--- config.mk ---
export PLATFORM = sky130hd
export DESIGN_NAME = odm_diag_map
export DESIGN_NICKNAME = d
export VERILOG_FILES = /design/src/odm_pkg.sv /design/src/odm_diag_map.sv
export SDC_FILE = /design/constraint.sdc
export NUM_CORES = 1
export LEC_CHECK = 0
export BUFFER_PORTS_ARGS = -buffer_cell sky130_fd_sc_hd__buf_2
export CORE_AREA = 2 2 118 120
export CTS_CLUSTER_DIAMETER = 30
export DETAILED_ROUTE_END_ITERATION = 16
export DIE_AREA = 0 0 120 122
export PLACE_DENSITY = 0.85
export SYNTH_ARGS = -nofsm -noshare
export SYNTH_HDL_FRONTEND = slang
export SYNTH_SLANG_ARGS = --single-unit
--- constraint.sdc ---
create_clock -name clk -period 4.2 [get_ports clk]
set_clock_uncertainty 0.1 [all_clocks]
set_input_delay 0.84 -clock clk [delete_from_list [all_inputs] [get_ports clk]]
set_output_delay 0.84 -clock clk [all_outputs]
set_load 0.1 [all_outputs]
--- src/odm_pkg.sv ---
package odm_pkg;

    // register port shape
    localparam int             PAGE_BIT          = 8;

    // identification page offsets
    localparam logic [7:0]     ID_MAKER_FIRST    = 8'h25;
    localparam logic [7:0]     ID_MAKER_LAST     = 8'h27;
    localparam logic [7:0]     ID_WAVE_MSB       = 8'h3C;
    localparam logic [7:0]     ID_WAVE_LSB       = 8'h3D;
    localparam logic [7:0]     ID_BASE_CHECKSUM  = 8'h3F;
    localparam logic [7:0]     ID_SERIAL_FIRST   = 8'h44;
    localparam logic [7:0]     ID_SERIAL_LAST    = 8'h53;
    localparam logic [7:0]     ID_DATE_FIRST     = 8'h54;
    localparam logic [7:0]     ID_DATE_LAST      = 8'h5B;
    localparam logic [7:0]     ID_EXT_CHECKSUM   = 8'h5F;
    localparam logic [15:0]    WAVELENGTH_NM     = 16'h0352;

    // diagnostic page offsets, limits in table order two bytes each
    localparam logic [7:0]     TEMP_HIGH_ALARM_LIMIT    = 8'h00;
    localparam logic [7:0]     TEMP_LOW_ALARM_LIMIT     = 8'h02;
    localparam logic [7:0]     TEMP_HIGH_WARN_LIMIT     = 8'h04;
    localparam logic [7:0]     TEMP_LOW_WARN_LIMIT      = 8'h06;
    localparam logic [7:0]     SUPPLY_HIGH_ALARM_LIMIT  = 8'h08;
    localparam logic [7:0]     SUPPLY_LOW_ALARM_LIMIT   = 8'h0A;
    localparam logic [7:0]     SUPPLY_HIGH_WARN_LIMIT   = 8'h0C;
    localparam logic [7:0]     SUPPLY_LOW_WARN_LIMIT    = 8'h0E;
    localparam logic [7:0]     BIAS_HIGH_ALARM_LIMIT    = 8'h10;
    localparam logic [7:0]     BIAS_LOW_ALARM_LIMIT     = 8'h12;
    localparam logic [7:0]     BIAS_HIGH_WARN_LIMIT     = 8'h14;
    localparam logic [7:0]     BIAS_LOW_WARN_LIMIT      = 8'h16;
    localparam logic [7:0]     TXPOWER_HIGH_ALARM_LIMIT = 8'h18;
    localparam logic [7:0]     TXPOWER_LOW_ALARM_LIMIT  = 8'h1A;
    localparam logic [7:0]     TXPOWER_HIGH_WARN_LIMIT  = 8'h1C;
    localparam logic [7:0]     TXPOWER_LOW_WARN_LIMIT   = 8'h1E;
    localparam logic [7:0]     RXPOWER_HIGH_ALARM_LIMIT = 8'h20;
    localparam logic [7:0]     RXPOWER_LOW_ALARM_LIMIT  = 8'h22;
    localparam logic [7:0]     RXPOWER_HIGH_WARN_LIMIT  = 8'h24;
    localparam logic [7:0]     RXPOWER_LOW_WARN_LIMIT   = 8'h26;
    localparam logic [7:0]     LIMIT_LAST_BYTE          = 8'h27;
    localparam logic [7:0]     CAL_FIRST                = 8'h38;
    localparam logic [7:0]     CAL_LAST                 = 8'h5E;
    localparam logic [7:0]     DIAG_CHECKSUM            = 8'h5F;
    localparam logic [7:0]     LIVE_TEMPERATURE         = 8'h60;
    localparam logic [7:0]     LIVE_SUPPLY              = 8'h62;
    localparam logic [7:0]     LIVE_BIAS                = 8'h64;
    localparam logic [7:0]     LIVE_TXPOWER             = 8'h66;
    localparam logic [7:0]     LIVE_RXPOWER             = 8'h68;
    localparam logic [7:0]     LIVE_LAST_BYTE           = 8'h69;
    localparam logic [7:0]     STATUS_CONTROL           = 8'h6E;
    localparam logic [7:0]     ALARM_FLAGS_A            = 8'h70;
    localparam logic [7:0]     ALARM_FLAGS_B            = 8'h71;
    localparam logic [7:0]     WARNING_FLAGS_A          = 8'h74;
    localparam logic [7:0]     WARNING_FLAGS_B          = 8'h75;

    // status/control bit positions
    localparam int             SC_HW_DISABLE_BIT   = 7;
    localparam int             SC_SOFT_DISABLE_BIT = 6;
    localparam int             SC_TX_FAULT_BIT     = 2;
    localparam int             SC_RX_LOS_BIT       = 1;
    localparam int             SC_NOT_READY_BIT    = 0;

    // flag byte b positions for received power
    localparam int             FLAG_RX_HIGH_BIT    = 7;
    localparam int             FLAG_RX_LOW_BIT     = 6;

    // monitored quantities, also their order in the live area
    localparam int             Q_TEMP    = 0;
    localparam int             Q_RXPOWER = 4;
    localparam int             NUM_QUANT = 5;

    // soft command response time
    localparam int             CLK_MHZ          = 100;
    localparam int             RESPONSE_TIME_MS = 100;
    localparam int             RESPONSE_CYCLES  = RESPONSE_TIME_MS * 1000 * CLK_MHZ;

    typedef struct packed {
        logic [7:0]                    rdata;
        logic                          softDisable;
        logic                          txOff;
        logic [NUM_QUANT-1:0][15:0]    live;
        logic                          hwDisable;
        logic                          txFault;
        logic                          rxLos;
        logic                          notReady;
        logic [7:0]                    alarmA;
        logic [7:0]                    alarmB;
        logic [7:0]                    warnA;
        logic [7:0]                    warnB;
    } odm_state_s;

    localparam odm_state_s     STATE_RST = '0;

endpackage
--- src/odm_diag_map.sv ---
`timescale 1ns/100ps
module odm_diag_map #(
    parameter logic [319:0] LIMITS          = '0,
    parameter logic [7:0]   BASE_CHECKSUM   = 8'h00,
    parameter logic [7:0]   EXT_CHECKSUM    = 8'h00,
    parameter logic [7:0]   DIAG_CHECKSUM   = 8'h00,
    parameter logic [7:0]   CAL_DEFAULT     = 8'h00,
    // arbitrary value, not a real assignment
    parameter logic [23:0]  MAKER_ID        = 24'h5A5A5A,
    parameter int           RESPONSE_CYCLES = odm_pkg::RESPONSE_CYCLES
) (
    // clock and reset
    input  wire logic          clk,
    input  wire logic          rst_b,
    // register port, bit 8 selects the diagnostic page
    input  wire logic [8:0]    regAddr,
    input  wire logic [7:0]    regWdata,
    input  wire logic          regWr,
    input  wire logic          regRd,
    output logic      [7:0]    regRdata,
    // module pins
    input  wire logic          txDisablePin,
    input  wire logic          txFaultPin,
    input  wire logic          rxLosPin,
    input  wire logic          dataReady,
    output logic               txOff,
    // live monitor samples
    input  wire logic [15:0]   liveTemp,
    input  wire logic [15:0]   liveSupply,
    input  wire logic [15:0]   liveBias,
    input  wire logic [15:0]   liveTxPower,
    input  wire logic [15:0]   liveRxPower,
    // per-unit identity, first character in the top byte
    input  wire logic [127:0]  serialNumber,
    input  wire logic [63:0]   dateCode
);

    odm_pkg::odm_state_s st_reg;
    odm_pkg::odm_state_s st_next;
    logic [7:0]          off;
    logic [7:0]          rb;
    logic [7:0]          statusByte;

    function automatic logic [15:0] limitOf(input logic [4:0] idx);
        limitOf = LIMITS[idx*16 +: 16];
    endfunction

    function automatic logic [7:0] byteOf(input logic [15:0] w, input logic lsb);
        byteOf = lsb ? w[7:0] : w[15:8];
    endfunction

    // temperature is two's complement, the rest plain counts
    function automatic logic above(input int q, input logic [15:0] v, input logic [15:0] lim);
        if (q == odm_pkg::Q_TEMP)
            above = $signed(v) > $signed(lim);
        else
            above = v > lim;
    endfunction

    function automatic logic below(input int q, input logic [15:0] v, input logic [15:0] lim);
        if (q == odm_pkg::Q_TEMP)
            below = $signed(v) < $signed(lim);
        else
            below = v < lim;
    endfunction

    assign off = regAddr[7:0];

    always_comb
    begin
        st_next = st_reg;
        rb = 8'h00;
        statusByte = 8'h00;

        // inputs are already synchronous; one register stage
        st_next.live[0] = liveTemp;
        st_next.live[1] = liveSupply;
        st_next.live[2] = liveBias;
        st_next.live[3] = liveTxPower;
        st_next.live[4] = liveRxPower;
        st_next.hwDisable = txDisablePin;
        st_next.txFault = txFaultPin;
        st_next.rxLos = rxLosPin;
        st_next.notReady = !dataReady;

        // limits are read-only, so the only writable bit is the soft disable
        if (regWr && regAddr[odm_pkg::PAGE_BIT] && off == odm_pkg::STATUS_CONTROL)
            st_next.softDisable = regWdata[odm_pkg::SC_SOFT_DISABLE_BIT];

        // acting within one cycle is far inside the response time
        st_next.txOff = txDisablePin | st_next.softDisable;

        // level flags: they follow the live value, nothing latches them
        for (int q = 0; q < odm_pkg::Q_RXPOWER; q++)
        begin
            st_next.alarmA[7-2*q] = above(q, st_reg.live[q], limitOf(5'(4*q)));
            st_next.alarmA[6-2*q] = below(q, st_reg.live[q], limitOf(5'(4*q+1)));
            st_next.warnA[7-2*q] = above(q, st_reg.live[q], limitOf(5'(4*q+2)));
            st_next.warnA[6-2*q] = below(q, st_reg.live[q], limitOf(5'(4*q+3)));
        end
        st_next.alarmB = 8'h00;
        st_next.warnB = 8'h00;
        st_next.alarmB[odm_pkg::FLAG_RX_HIGH_BIT] =
            above(odm_pkg::Q_RXPOWER, st_reg.live[4], limitOf(5'd16));
        st_next.alarmB[odm_pkg::FLAG_RX_LOW_BIT] =
            below(odm_pkg::Q_RXPOWER, st_reg.live[4], limitOf(5'd17));
        st_next.warnB[odm_pkg::FLAG_RX_HIGH_BIT] =
            above(odm_pkg::Q_RXPOWER, st_reg.live[4], limitOf(5'd18));
        st_next.warnB[odm_pkg::FLAG_RX_LOW_BIT] =
            below(odm_pkg::Q_RXPOWER, st_reg.live[4], limitOf(5'd19));

        statusByte[odm_pkg::SC_HW_DISABLE_BIT] = st_reg.hwDisable;
        statusByte[odm_pkg::SC_SOFT_DISABLE_BIT] = st_reg.softDisable;
        statusByte[odm_pkg::SC_TX_FAULT_BIT] = st_reg.txFault;
        statusByte[odm_pkg::SC_RX_LOS_BIT] = st_reg.rxLos;
        statusByte[odm_pkg::SC_NOT_READY_BIT] = st_reg.notReady;

        if (regAddr[odm_pkg::PAGE_BIT])
        begin
            if (off <= odm_pkg::LIMIT_LAST_BYTE)
                rb = byteOf(limitOf(off[5:1]), off[0]);
            else if (off >= odm_pkg::CAL_FIRST && off <= odm_pkg::CAL_LAST)
                rb = CAL_DEFAULT;
            else if (off == odm_pkg::DIAG_CHECKSUM)
                rb = DIAG_CHECKSUM;
            else if (off >= odm_pkg::LIVE_TEMPERATURE && off <= odm_pkg::LIVE_LAST_BYTE)
                rb = byteOf(st_reg.live[3'((off - odm_pkg::LIVE_TEMPERATURE) >> 1)],
                            off[0]);
            else
            begin
                case (off)
                    odm_pkg::STATUS_CONTROL:  rb = statusByte;
                    odm_pkg::ALARM_FLAGS_A:   rb = st_reg.alarmA;
                    odm_pkg::ALARM_FLAGS_B:   rb = st_reg.alarmB;
                    odm_pkg::WARNING_FLAGS_A: rb = st_reg.warnA;
                    odm_pkg::WARNING_FLAGS_B: rb = st_reg.warnB;
                    default:                  rb = 8'h00;
                endcase
            end
        end
        else
        begin
            if (off >= odm_pkg::ID_MAKER_FIRST && off <= odm_pkg::ID_MAKER_LAST)
                rb = MAKER_ID[(odm_pkg::ID_MAKER_LAST - off)*8 +: 8];
            else if (off >= odm_pkg::ID_SERIAL_FIRST && off <= odm_pkg::ID_SERIAL_LAST)
                rb = serialNumber[(odm_pkg::ID_SERIAL_LAST - off)*8 +: 8];
            else if (off >= odm_pkg::ID_DATE_FIRST && off <= odm_pkg::ID_DATE_LAST)
                rb = dateCode[(odm_pkg::ID_DATE_LAST - off)*8 +: 8];
            else
            begin
                case (off)
                    odm_pkg::ID_WAVE_MSB:      rb = odm_pkg::WAVELENGTH_NM[15:8];
                    odm_pkg::ID_WAVE_LSB:      rb = odm_pkg::WAVELENGTH_NM[7:0];
                    // stored values, never recomputed from the other bytes
                    odm_pkg::ID_BASE_CHECKSUM: rb = BASE_CHECKSUM;
                    odm_pkg::ID_EXT_CHECKSUM:  rb = EXT_CHECKSUM;
                    default:                   rb = 8'h00;
                endcase
            end
        end

        // read data only in the cycle after the strobe
        st_next.rdata = regRd ? rb : 8'h00;
    end

    always_ff @(posedge clk or negedge rst_b)
    begin
        if (!rst_b)
            st_reg <= odm_pkg::STATE_RST;
        else
            st_reg <= st_next;
    end

    assign regRdata = st_reg.rdata;
    assign txOff = st_reg.txOff;

    logic [31:0] lagCnt;

    // cycles the transmitter state disagrees with its demand
    always_ff @(posedge clk or negedge rst_b)
    begin
        if (!rst_b)
            lagCnt <= 32'h0000_0000;
        else if (st_reg.txOff != (st_reg.hwDisable | st_reg.softDisable))
            lagCnt <= lagCnt + 32'h0000_0001;
        else
            lagCnt <= 32'h0000_0000;
    end
endmodule

### Yosys cells after proc, flatten, opt, wreduce, memory -nomap -nowiden

Cells that the tools add are included.
W data, S select, Z words.

* register bits: 104
* output and inout bits: 9
* logic and storage cells: 78
* input bits: 297

* $add $sub $neg: 4
* equal/unequal tests: 8
* order comparisons: 21
* reductions and logical operators: 10
* bitwise logic cells: 1
* shift-type cells: 4
* mux-type cells: 16

Operator list (count)
* $shiftx A320 B10 Y16 const A: 1
* $shiftx A128 B33 Y8: 1
* $mux W8: 11
* $gt A16 B1 Y1 const B: 5
* $lt A16 B1 Y1 const B: 5
* $shiftx A64 B33 Y8: 1
* $bmux W16 S3: 1
* $eq A8 B7 Y1 const B: 6
* $shiftx A24 B33 Y8 const A: 1
* $le A8 B7 Y1 const B: 4
* $ge A8 B7 Y1 const B: 3
* $pmux W8 S3: 1
* $sub A7 B8 Y9 const A: 2
* $eq A8 B6 Y1 const B: 2
* $ge A8 B6 Y1 const B: 2
* $mux W16: 1
* $pmux W7 S2: 1
* $sub A6 B8 Y9 const A: 1
* $le A8 B6 Y1 const B: 1
* $logic_and A1 B1 Y1: 7
* $lt A3 B4 Y1 const B: 1
* $reduce_or A2 Y1: 2
* $sub A4 B1 Y4 const B: 1
* $logic_not A1 Y1: 1
* other kinds (2): 2

### Depth between registers and ports, before layout

Gate-level depths: netlist (run 1).

* depth in word-level cells: 10
* gate-level depth with buffers: 10
* gate-level depth less buffers: 8

### Least setup slack after synthesis (run 1)

OpenSTA, ideal clock, no wires.

* path type: input to register
* start: input regAddr[2]
* end: register st_reg, in the netlist regRdata[6]
* library setup time: 0.118 ns
* data required time: 3.982 ns
* arrival time: 3.081 ns
* setup slack: 0.901 ns
* path buffers: 3
* stages: 10
* cell sequence: buf_2 inv_2 buf_1 ha_1 clkbuf_1 mux4_2 a22o_1 a221oi_1 o221ai_1 a21o_1

RTL lines
* start, declared: RTL line odm_diag_map.sv:16 `input wire logic [8:0] regAddr,`
* end signal, assigned: RTL line odm_diag_map.sv:169 `st_reg <= odm_pkg::STATE_RST;`
* end signal, assigned: RTL line odm_diag_map.sv:171 `st_reg <= st_next;`
* end, declared: RTL line odm_diag_map.sv:38 `odm_pkg::odm_state_s st_reg;`

==> impl_metrics.toml, run 1 <==
[place]
placed_area_um2 = 7283
dp_hpwl_mm = 16.45
gp_congestion = 0.9211
io_buffer_count = 298

[route]
route.layer.met1.wl_mm = 7.521
number_of_detailed_route_iterations_in_the_first_pass = 5
final_antenna_net_count = 0
wl_per_cell_um = 22.17
routed_via_density = 5.790
drc = 0
met3WireLength_mm = 1.733
via_count = 5246
met2_wirelength_mm = 10.05
finalWirelength_mm = 20.09
highest_metal_used = "met4"
dr.first_iter.drc_count = 478

[power_and_ir_drop]
sw_pwr_uw = 623.7
highest_ir_drop_seen_on_vdd_v = 0.0003917
share_clk_of_total_power_pct = 36.1
seqPwrFrac_pct = 43.8
power.density_cell_area_nw_per_um2 = 311.2
power_frac_comb_pct = 20.0
power.leakage_uw = 0.003507
p_int_uw = 1744
p_sw_share_pct = 26.34
fin_total_pwr_uw = 2367

[clock_network]
post_cts.repair.setup_buffers = 0
cts_hold_buffers = 0
cts_tree = "built"
clk_latency_ns = 0.34
postCtsResizedCells = 0
ctsHtreeMaxLevel = 3
clkSinkCount = 100
cts_root_buffer = "clkbuf_16"
clock_tree.buffer_depth = 2
cts-buffers-inserted = 9
cts.reportedPaths.clkPinSlew_ns = 0.07

[synth]
total_of_warnings_raised_by_yosys = 0
yosysUniqueCellTypes = 59
syn_area_per_cell_um2 = 13.06
fraction_of_the_yosys_area_taken_by_sequential_cells_pct = 43.73
total_of_flip_flops_plus_latches_after_synthesis = 100
number_of_nets_in_the_synthesized_netlist = 741
ys_dominant_reg_cell = "dfrtp_1"
mappedNetlistArea_um2 = 5722
ys_async_sr_fraction_pct = 100.0
netlist_instances = 438
synth-edff-count = 0

[critical_path]
peak_fanout_along_the_critical_path = 54
regToRegStartpoint = "st_reg[75]"
worst_r2r_path_depth = 5
worst_setup_path_start_kind = "input port"
worst-endpoint-required_ns = 4.35
register_to_register_setup_slack_ns = 2.16
worstSetupEndpoint = "regRdata[3]"
crit_start = "regAddr[1]"
kind_of_end_point_of_the_critical_path = "register"
timing_worst_setup_path_type = "in2reg"
critical_path.reg2reg.endpoint = "regRdata[7]"
critPathArrivalTime_ns = 3.15

[min_path]
min_delay_path_depth = 0
hp-class = "reg2reg"

[global_route]
grt_first_pass_wirelength_mm = 29.05
antenna_found_initial = 4
global_route.overflow_total = 0
number_of_global_route_vias_before_repair = 5294
grt_use_total_pct = 26.95
grt_start_max_net_pins = 89

[floorplan]
dieHeight_um = 122
top_level_ports = 306
floorplan.die_area_um2 = 14640
core_box_area_um2 = 13500
initial_core_utilization_pct = 42.37
core.rowCount = 43
die_w_um = 120

[status]
outcome = "complete, no violations"

[finish]
seq_area_um2 = 2502
area_of_the_multi_input_gates_um2 = 2937
final_design_area_no_fill_um2 = 7607
max_reg_flops = 91
area_growth_from_synthesis_to_final_layout_pct = 32.95
fillers = 1133
nets = 1021
drive_above_1_share_pct = 56.29

[sta]
max_freq_ghz = 0.3338
timing.final.setup_violations = 0
worst_pin_slew_ns = 1.060
final_hold_viol_count = 0
finalMaxSlewViolations = 0
timing.final.crit_period_ns = 2.996
period_share_pct = 71.33
fin_setup_tns_ns = 0
timing.max_slew.rel_slack_pct = 29.32
grt_setup_unrepaired = "false"

[flow_run]
total_of_max_cap_violations = 0
## power by group through the flow
stage                     sequential [uW]  combinational [uW]  clock (uW)
after floorplan                      1050                 260           0
after CTS                            1040                 476         877
after global routing                 1040                 510         917
after detailed placement             1060                 473           0
after global placement               1050                 463           0
final                                1040                 474         855
## metal layers
layer	track usage [%]	up-vias
met5	0	-
met4	13.09	0
met3	6.086	61
met2	45.45	314
met1	32.88	2562
li1	-	2309
## cell usage in the layout, fill, tap and decap left out, drive strengths merged, types with 5 or more instances in the layout
cell type  instances
a211oi            13
a21o               5
a21oi             13
and2               6
buf              310
clkbuf            10
dfrtp            100
ha                 6
inv               11
mux2i             14
mux4              61
nand2             35
nand3              7
nand4              8
nor2              11
nor3               6
nor4              21
o21ai             14
## metrics by stage
step,worst slack (ns),cells,hold WS [ns],utilization (%)
2_1_floorplan,0.9014,438,0.2704,-
3_3_place_gp,0.9063,887,0.3222,53.93
3_5_place_dp,0.8716,887,0.3205,53.93
4_1_cts,1.234,903,0.3354,56.28
5_1_grt,1.013,905,0.3631,56.31
6_report,1.204,906,0.3331,56.33
## worst min-delay path by stage
stage          slack, ns  startpoint    endpoint
2_1_floorplan       0.27  st_reg[51]  st_reg[14]
3_3_place_gp        0.32  st_reg[51]  st_reg[14]
3_5_place_dp        0.32  st_reg[51]  st_reg[14]
4_1_cts             0.34  st_reg[51]  st_reg[14]
5_1_grt             0.36  st_reg[51]  st_reg[14]
6_report            0.33  st_reg[51]  st_reg[14]
## worst max-delay path, cell delays in order
cell	delay (ns)
buf_4	0.34
buf_4	0.34
or3b_4	0.42
a2111oi_0	0.40
nand2_1	0.23
nor2_1	0.23
nand2_1	0.08
a41oi_1	0.23
## area by class of cell
| type | count | area share, % |
|---|---|---|
| clock buffers | 10 | 3.141 |
| multi-input cells | 289 | 38.60 |
| inverters | 8 | 0.3947 |
| flip-flops and latches | 100 | 32.89 |
| diodes | 3 | 0.09868 |
| repair buffers | 310 | 20.89 |
| well taps | 180 | 2.961 |
| clock inverters | 6 | 1.020 |
## cell families after synthesis
| family | after synthesis | share of synthesized area [%] |
|---|---|---|
| and+or+nand+nor | 114 | 10.85 |
| DFF | 100 | 43.73 |
| AOI/OAI and AO/OA | 90 | 11.92 |
| muxes | 79 | 27.25 |
| buffers and inverters | 49 | 4.942 |
| adders and majority gates | 6 | 1.312 |
## synth_stat cells (11+ instances only)
cell type,count,share of area (%)
nand2_1,34,2.2
a211oi_1,13,1.7
nor4_1,21,2.3
nor2_1,11,0.72
mux4_2,61,24
buf_4,14,1.8
dfrtp_1,100,44
a21oi_1,13,1.1
buf_2,13,1.1
o21ai_0,14,1.2
mux2i_1,14,2.4
No activity file was read; power rests on OpenSTA's default activity.
==> run 2, diff against run 1 <==
==> constraint.sdc (replaced) <==
create_clock -name clk -period 2.8 [get_ports clk]
set_clock_uncertainty 0.1 [all_clocks]
set_input_delay 0.56 -clock clk [delete_from_list [all_inputs] [get_ports clk]]
set_output_delay 0.56 -clock clk [all_outputs]
set_load 0.1 [all_outputs]
==> impl_metrics.toml, run 2 (same netlist as run 1, synthesis figures left out) <==
[route]
routed_via_density = 5.780
dr.first_iter.drc_count = 594
via_count = 5341
drc = 0
number_of_detailed_route_iterations_in_the_first_pass = 5
final_antenna_net_count = 0
finalWirelength_mm = 20.45
wl_per_cell_um = 22.13

[place]
dp_hpwl_mm = 16.55
gp_congestion = 0.9096
io_buffer_count = 298
post-place-ws_ns = 0.07796

[critical_path]
regToRegStartpoint = "st_reg[91]"
worst_r2r_path_depth = 5
timing_worst_setup_path_type = "in2reg"
critical_path.reg2reg.endpoint = "regRdata[7]"
worst_setup_path_start_kind = "input port"
register_to_register_setup_slack_ns = 0.76
kind_of_end_point_of_the_critical_path = "register"
worstSetupEndpoint = "regRdata[3]"
worst-endpoint-required_ns = 2.96
crit_start = "regAddr[3]"
peak_fanout_along_the_critical_path = 6
critPathArrivalTime_ns = 2.54

[floorplan]
top_level_ports = 306
floorplan.die_area_um2 = 14640
core_box_area_um2 = 13500
dieHeight_um = 122
initial_core_utilization_pct = 42.37
core.rowCount = 43
die_w_um = 120

[sta]
grt_setup_unrepaired = "false"
fin_setup_tns_ns = 0
finalMaxSlewViolations = 0
holdWs_ns = 0.08315
period_share_pct = 85.17
timing.final.setup_violations = 0
final_critical_path_setup_slack_ns = 0.4152
final_hold_viol_count = 0
max_freq_ghz = 0.4193
timing.final.crit_period_ns = 2.385
timing.max_slew.rel_slack_pct = 59.01
worst_pin_slew_ns = 0.6092

[finish]
fillers = 1148
layout_commonest_cell = "buf_2"
max_reg_flops = 91
area_of_the_multi_input_gates_um2 = 2937
seq_area_um2 = 2502
layout.cells.most_common_list = "buf_2, dfrtp_1, mux4_2"
nets = 1041
area_growth_from_synthesis_to_final_layout_pct = 35.73
drive_above_1_share_pct = 57.47

[clock_network]
cts_hold_buffers = 0
clkSinkCount = 100
postCtsResizedCells = 0
cts.reportedPaths.clkPinSlew_ns = 0.07
post_cts.repair.setup_buffers = 0
clock_tree.buffer_depth = 2
cts_root_buffer = "clkbuf_16"
clk_latency_ns = 0.35
ctsHtreeMaxLevel = 3
cts-buffers-inserted = 9
cts_tree = "built"

[global_route]
grt_first_pass_wirelength_mm = 29.77
number_of_global_route_vias_before_repair = 5479
grt_use_total_pct = 27.66
grt_start_max_net_pins = 63
antenna_found_initial = 1
global_route.overflow_total = 0

[power_and_ir_drop]
fin_total_pwr_uw = 3511
power.leakage_uw = 0.003609
power.density_cell_area_nw_per_um2 = 452.1
highest_ir_drop_seen_on_vdd_v = 0.0005146

[min_path]
hp-class = "in2async"

[flow_run]
total_of_max_cap_violations = 0

[status]
outcome = "complete, no violations"
run 2: worst min-delay path by stage:
stage                    start           to  slack [ns]  cells after the start
floorplan                rst_b  regRdata[0]        0.16                      0
global placement    st_reg[51]   st_reg[14]        0.29                      0
detailed placement  st_reg[51]   st_reg[14]        0.30                      0
CTS                      rst_b   st_reg[51]        0.09                      1
global route             rst_b   st_reg[68]        0.12                      1
finish                   rst_b   st_reg[68]        0.08                      1
run 2: layout make-up:
class / instances / area share [%]
clock buffers: 10 / 3.077
clock inverters: 6 / 0.6928
flip-flops and latches: 100 / 32.22
multi-input cells: 289 / 37.81
repair buffers: 330 / 22.88
well taps: 180 / 2.900
inverters: 8 / 0.3867
diodes: 1 / 0.03222
run 2: through the flow:
stage	util [%]	cell area (um2)	std cells
after global placement	55.32	7471	907
after global routing	57.49	7764	923
after floorplan	-	5724	438
after detailed placement	55.32	7471	907
after CTS	57.49	7764	923
final	57.51	7766	924
run 2: power breakdown:
group          internal (uW)  switching [uW]  leakage (uW)  total [uW]
registers               1510            45.1       0.00117        1560
clock network            642             568      0.000142        1210
logic                    392             352       0.00230         744
total                   2550             965       0.00361        3510
run 2: routing by layer:
| layer | GRT usage (%) | share of wire [%] | vias up |
|---|---|---|---|
| li1 | - | - | 2348 |
| met1 | 33.83 | 38 | 2620 |
| met2 | 47.05 | 50 | 318 |
| met3 | 5.852 | 8.1 | 55 |
| met4 | 13.01 | 3.9 | 0 |
| met5 | 0 | 0 | - |
run 2: worst max-delay path, stage by stage:
cell and delay, ns:
buf_2 0.10, inv_1 0.08, ha_1 0.17, or3b_4 0.41, a2111oi_0 0.42, nand2_1 0.25, nor2_1 0.24, nand2_1 0.07
a41oi_1 0.23
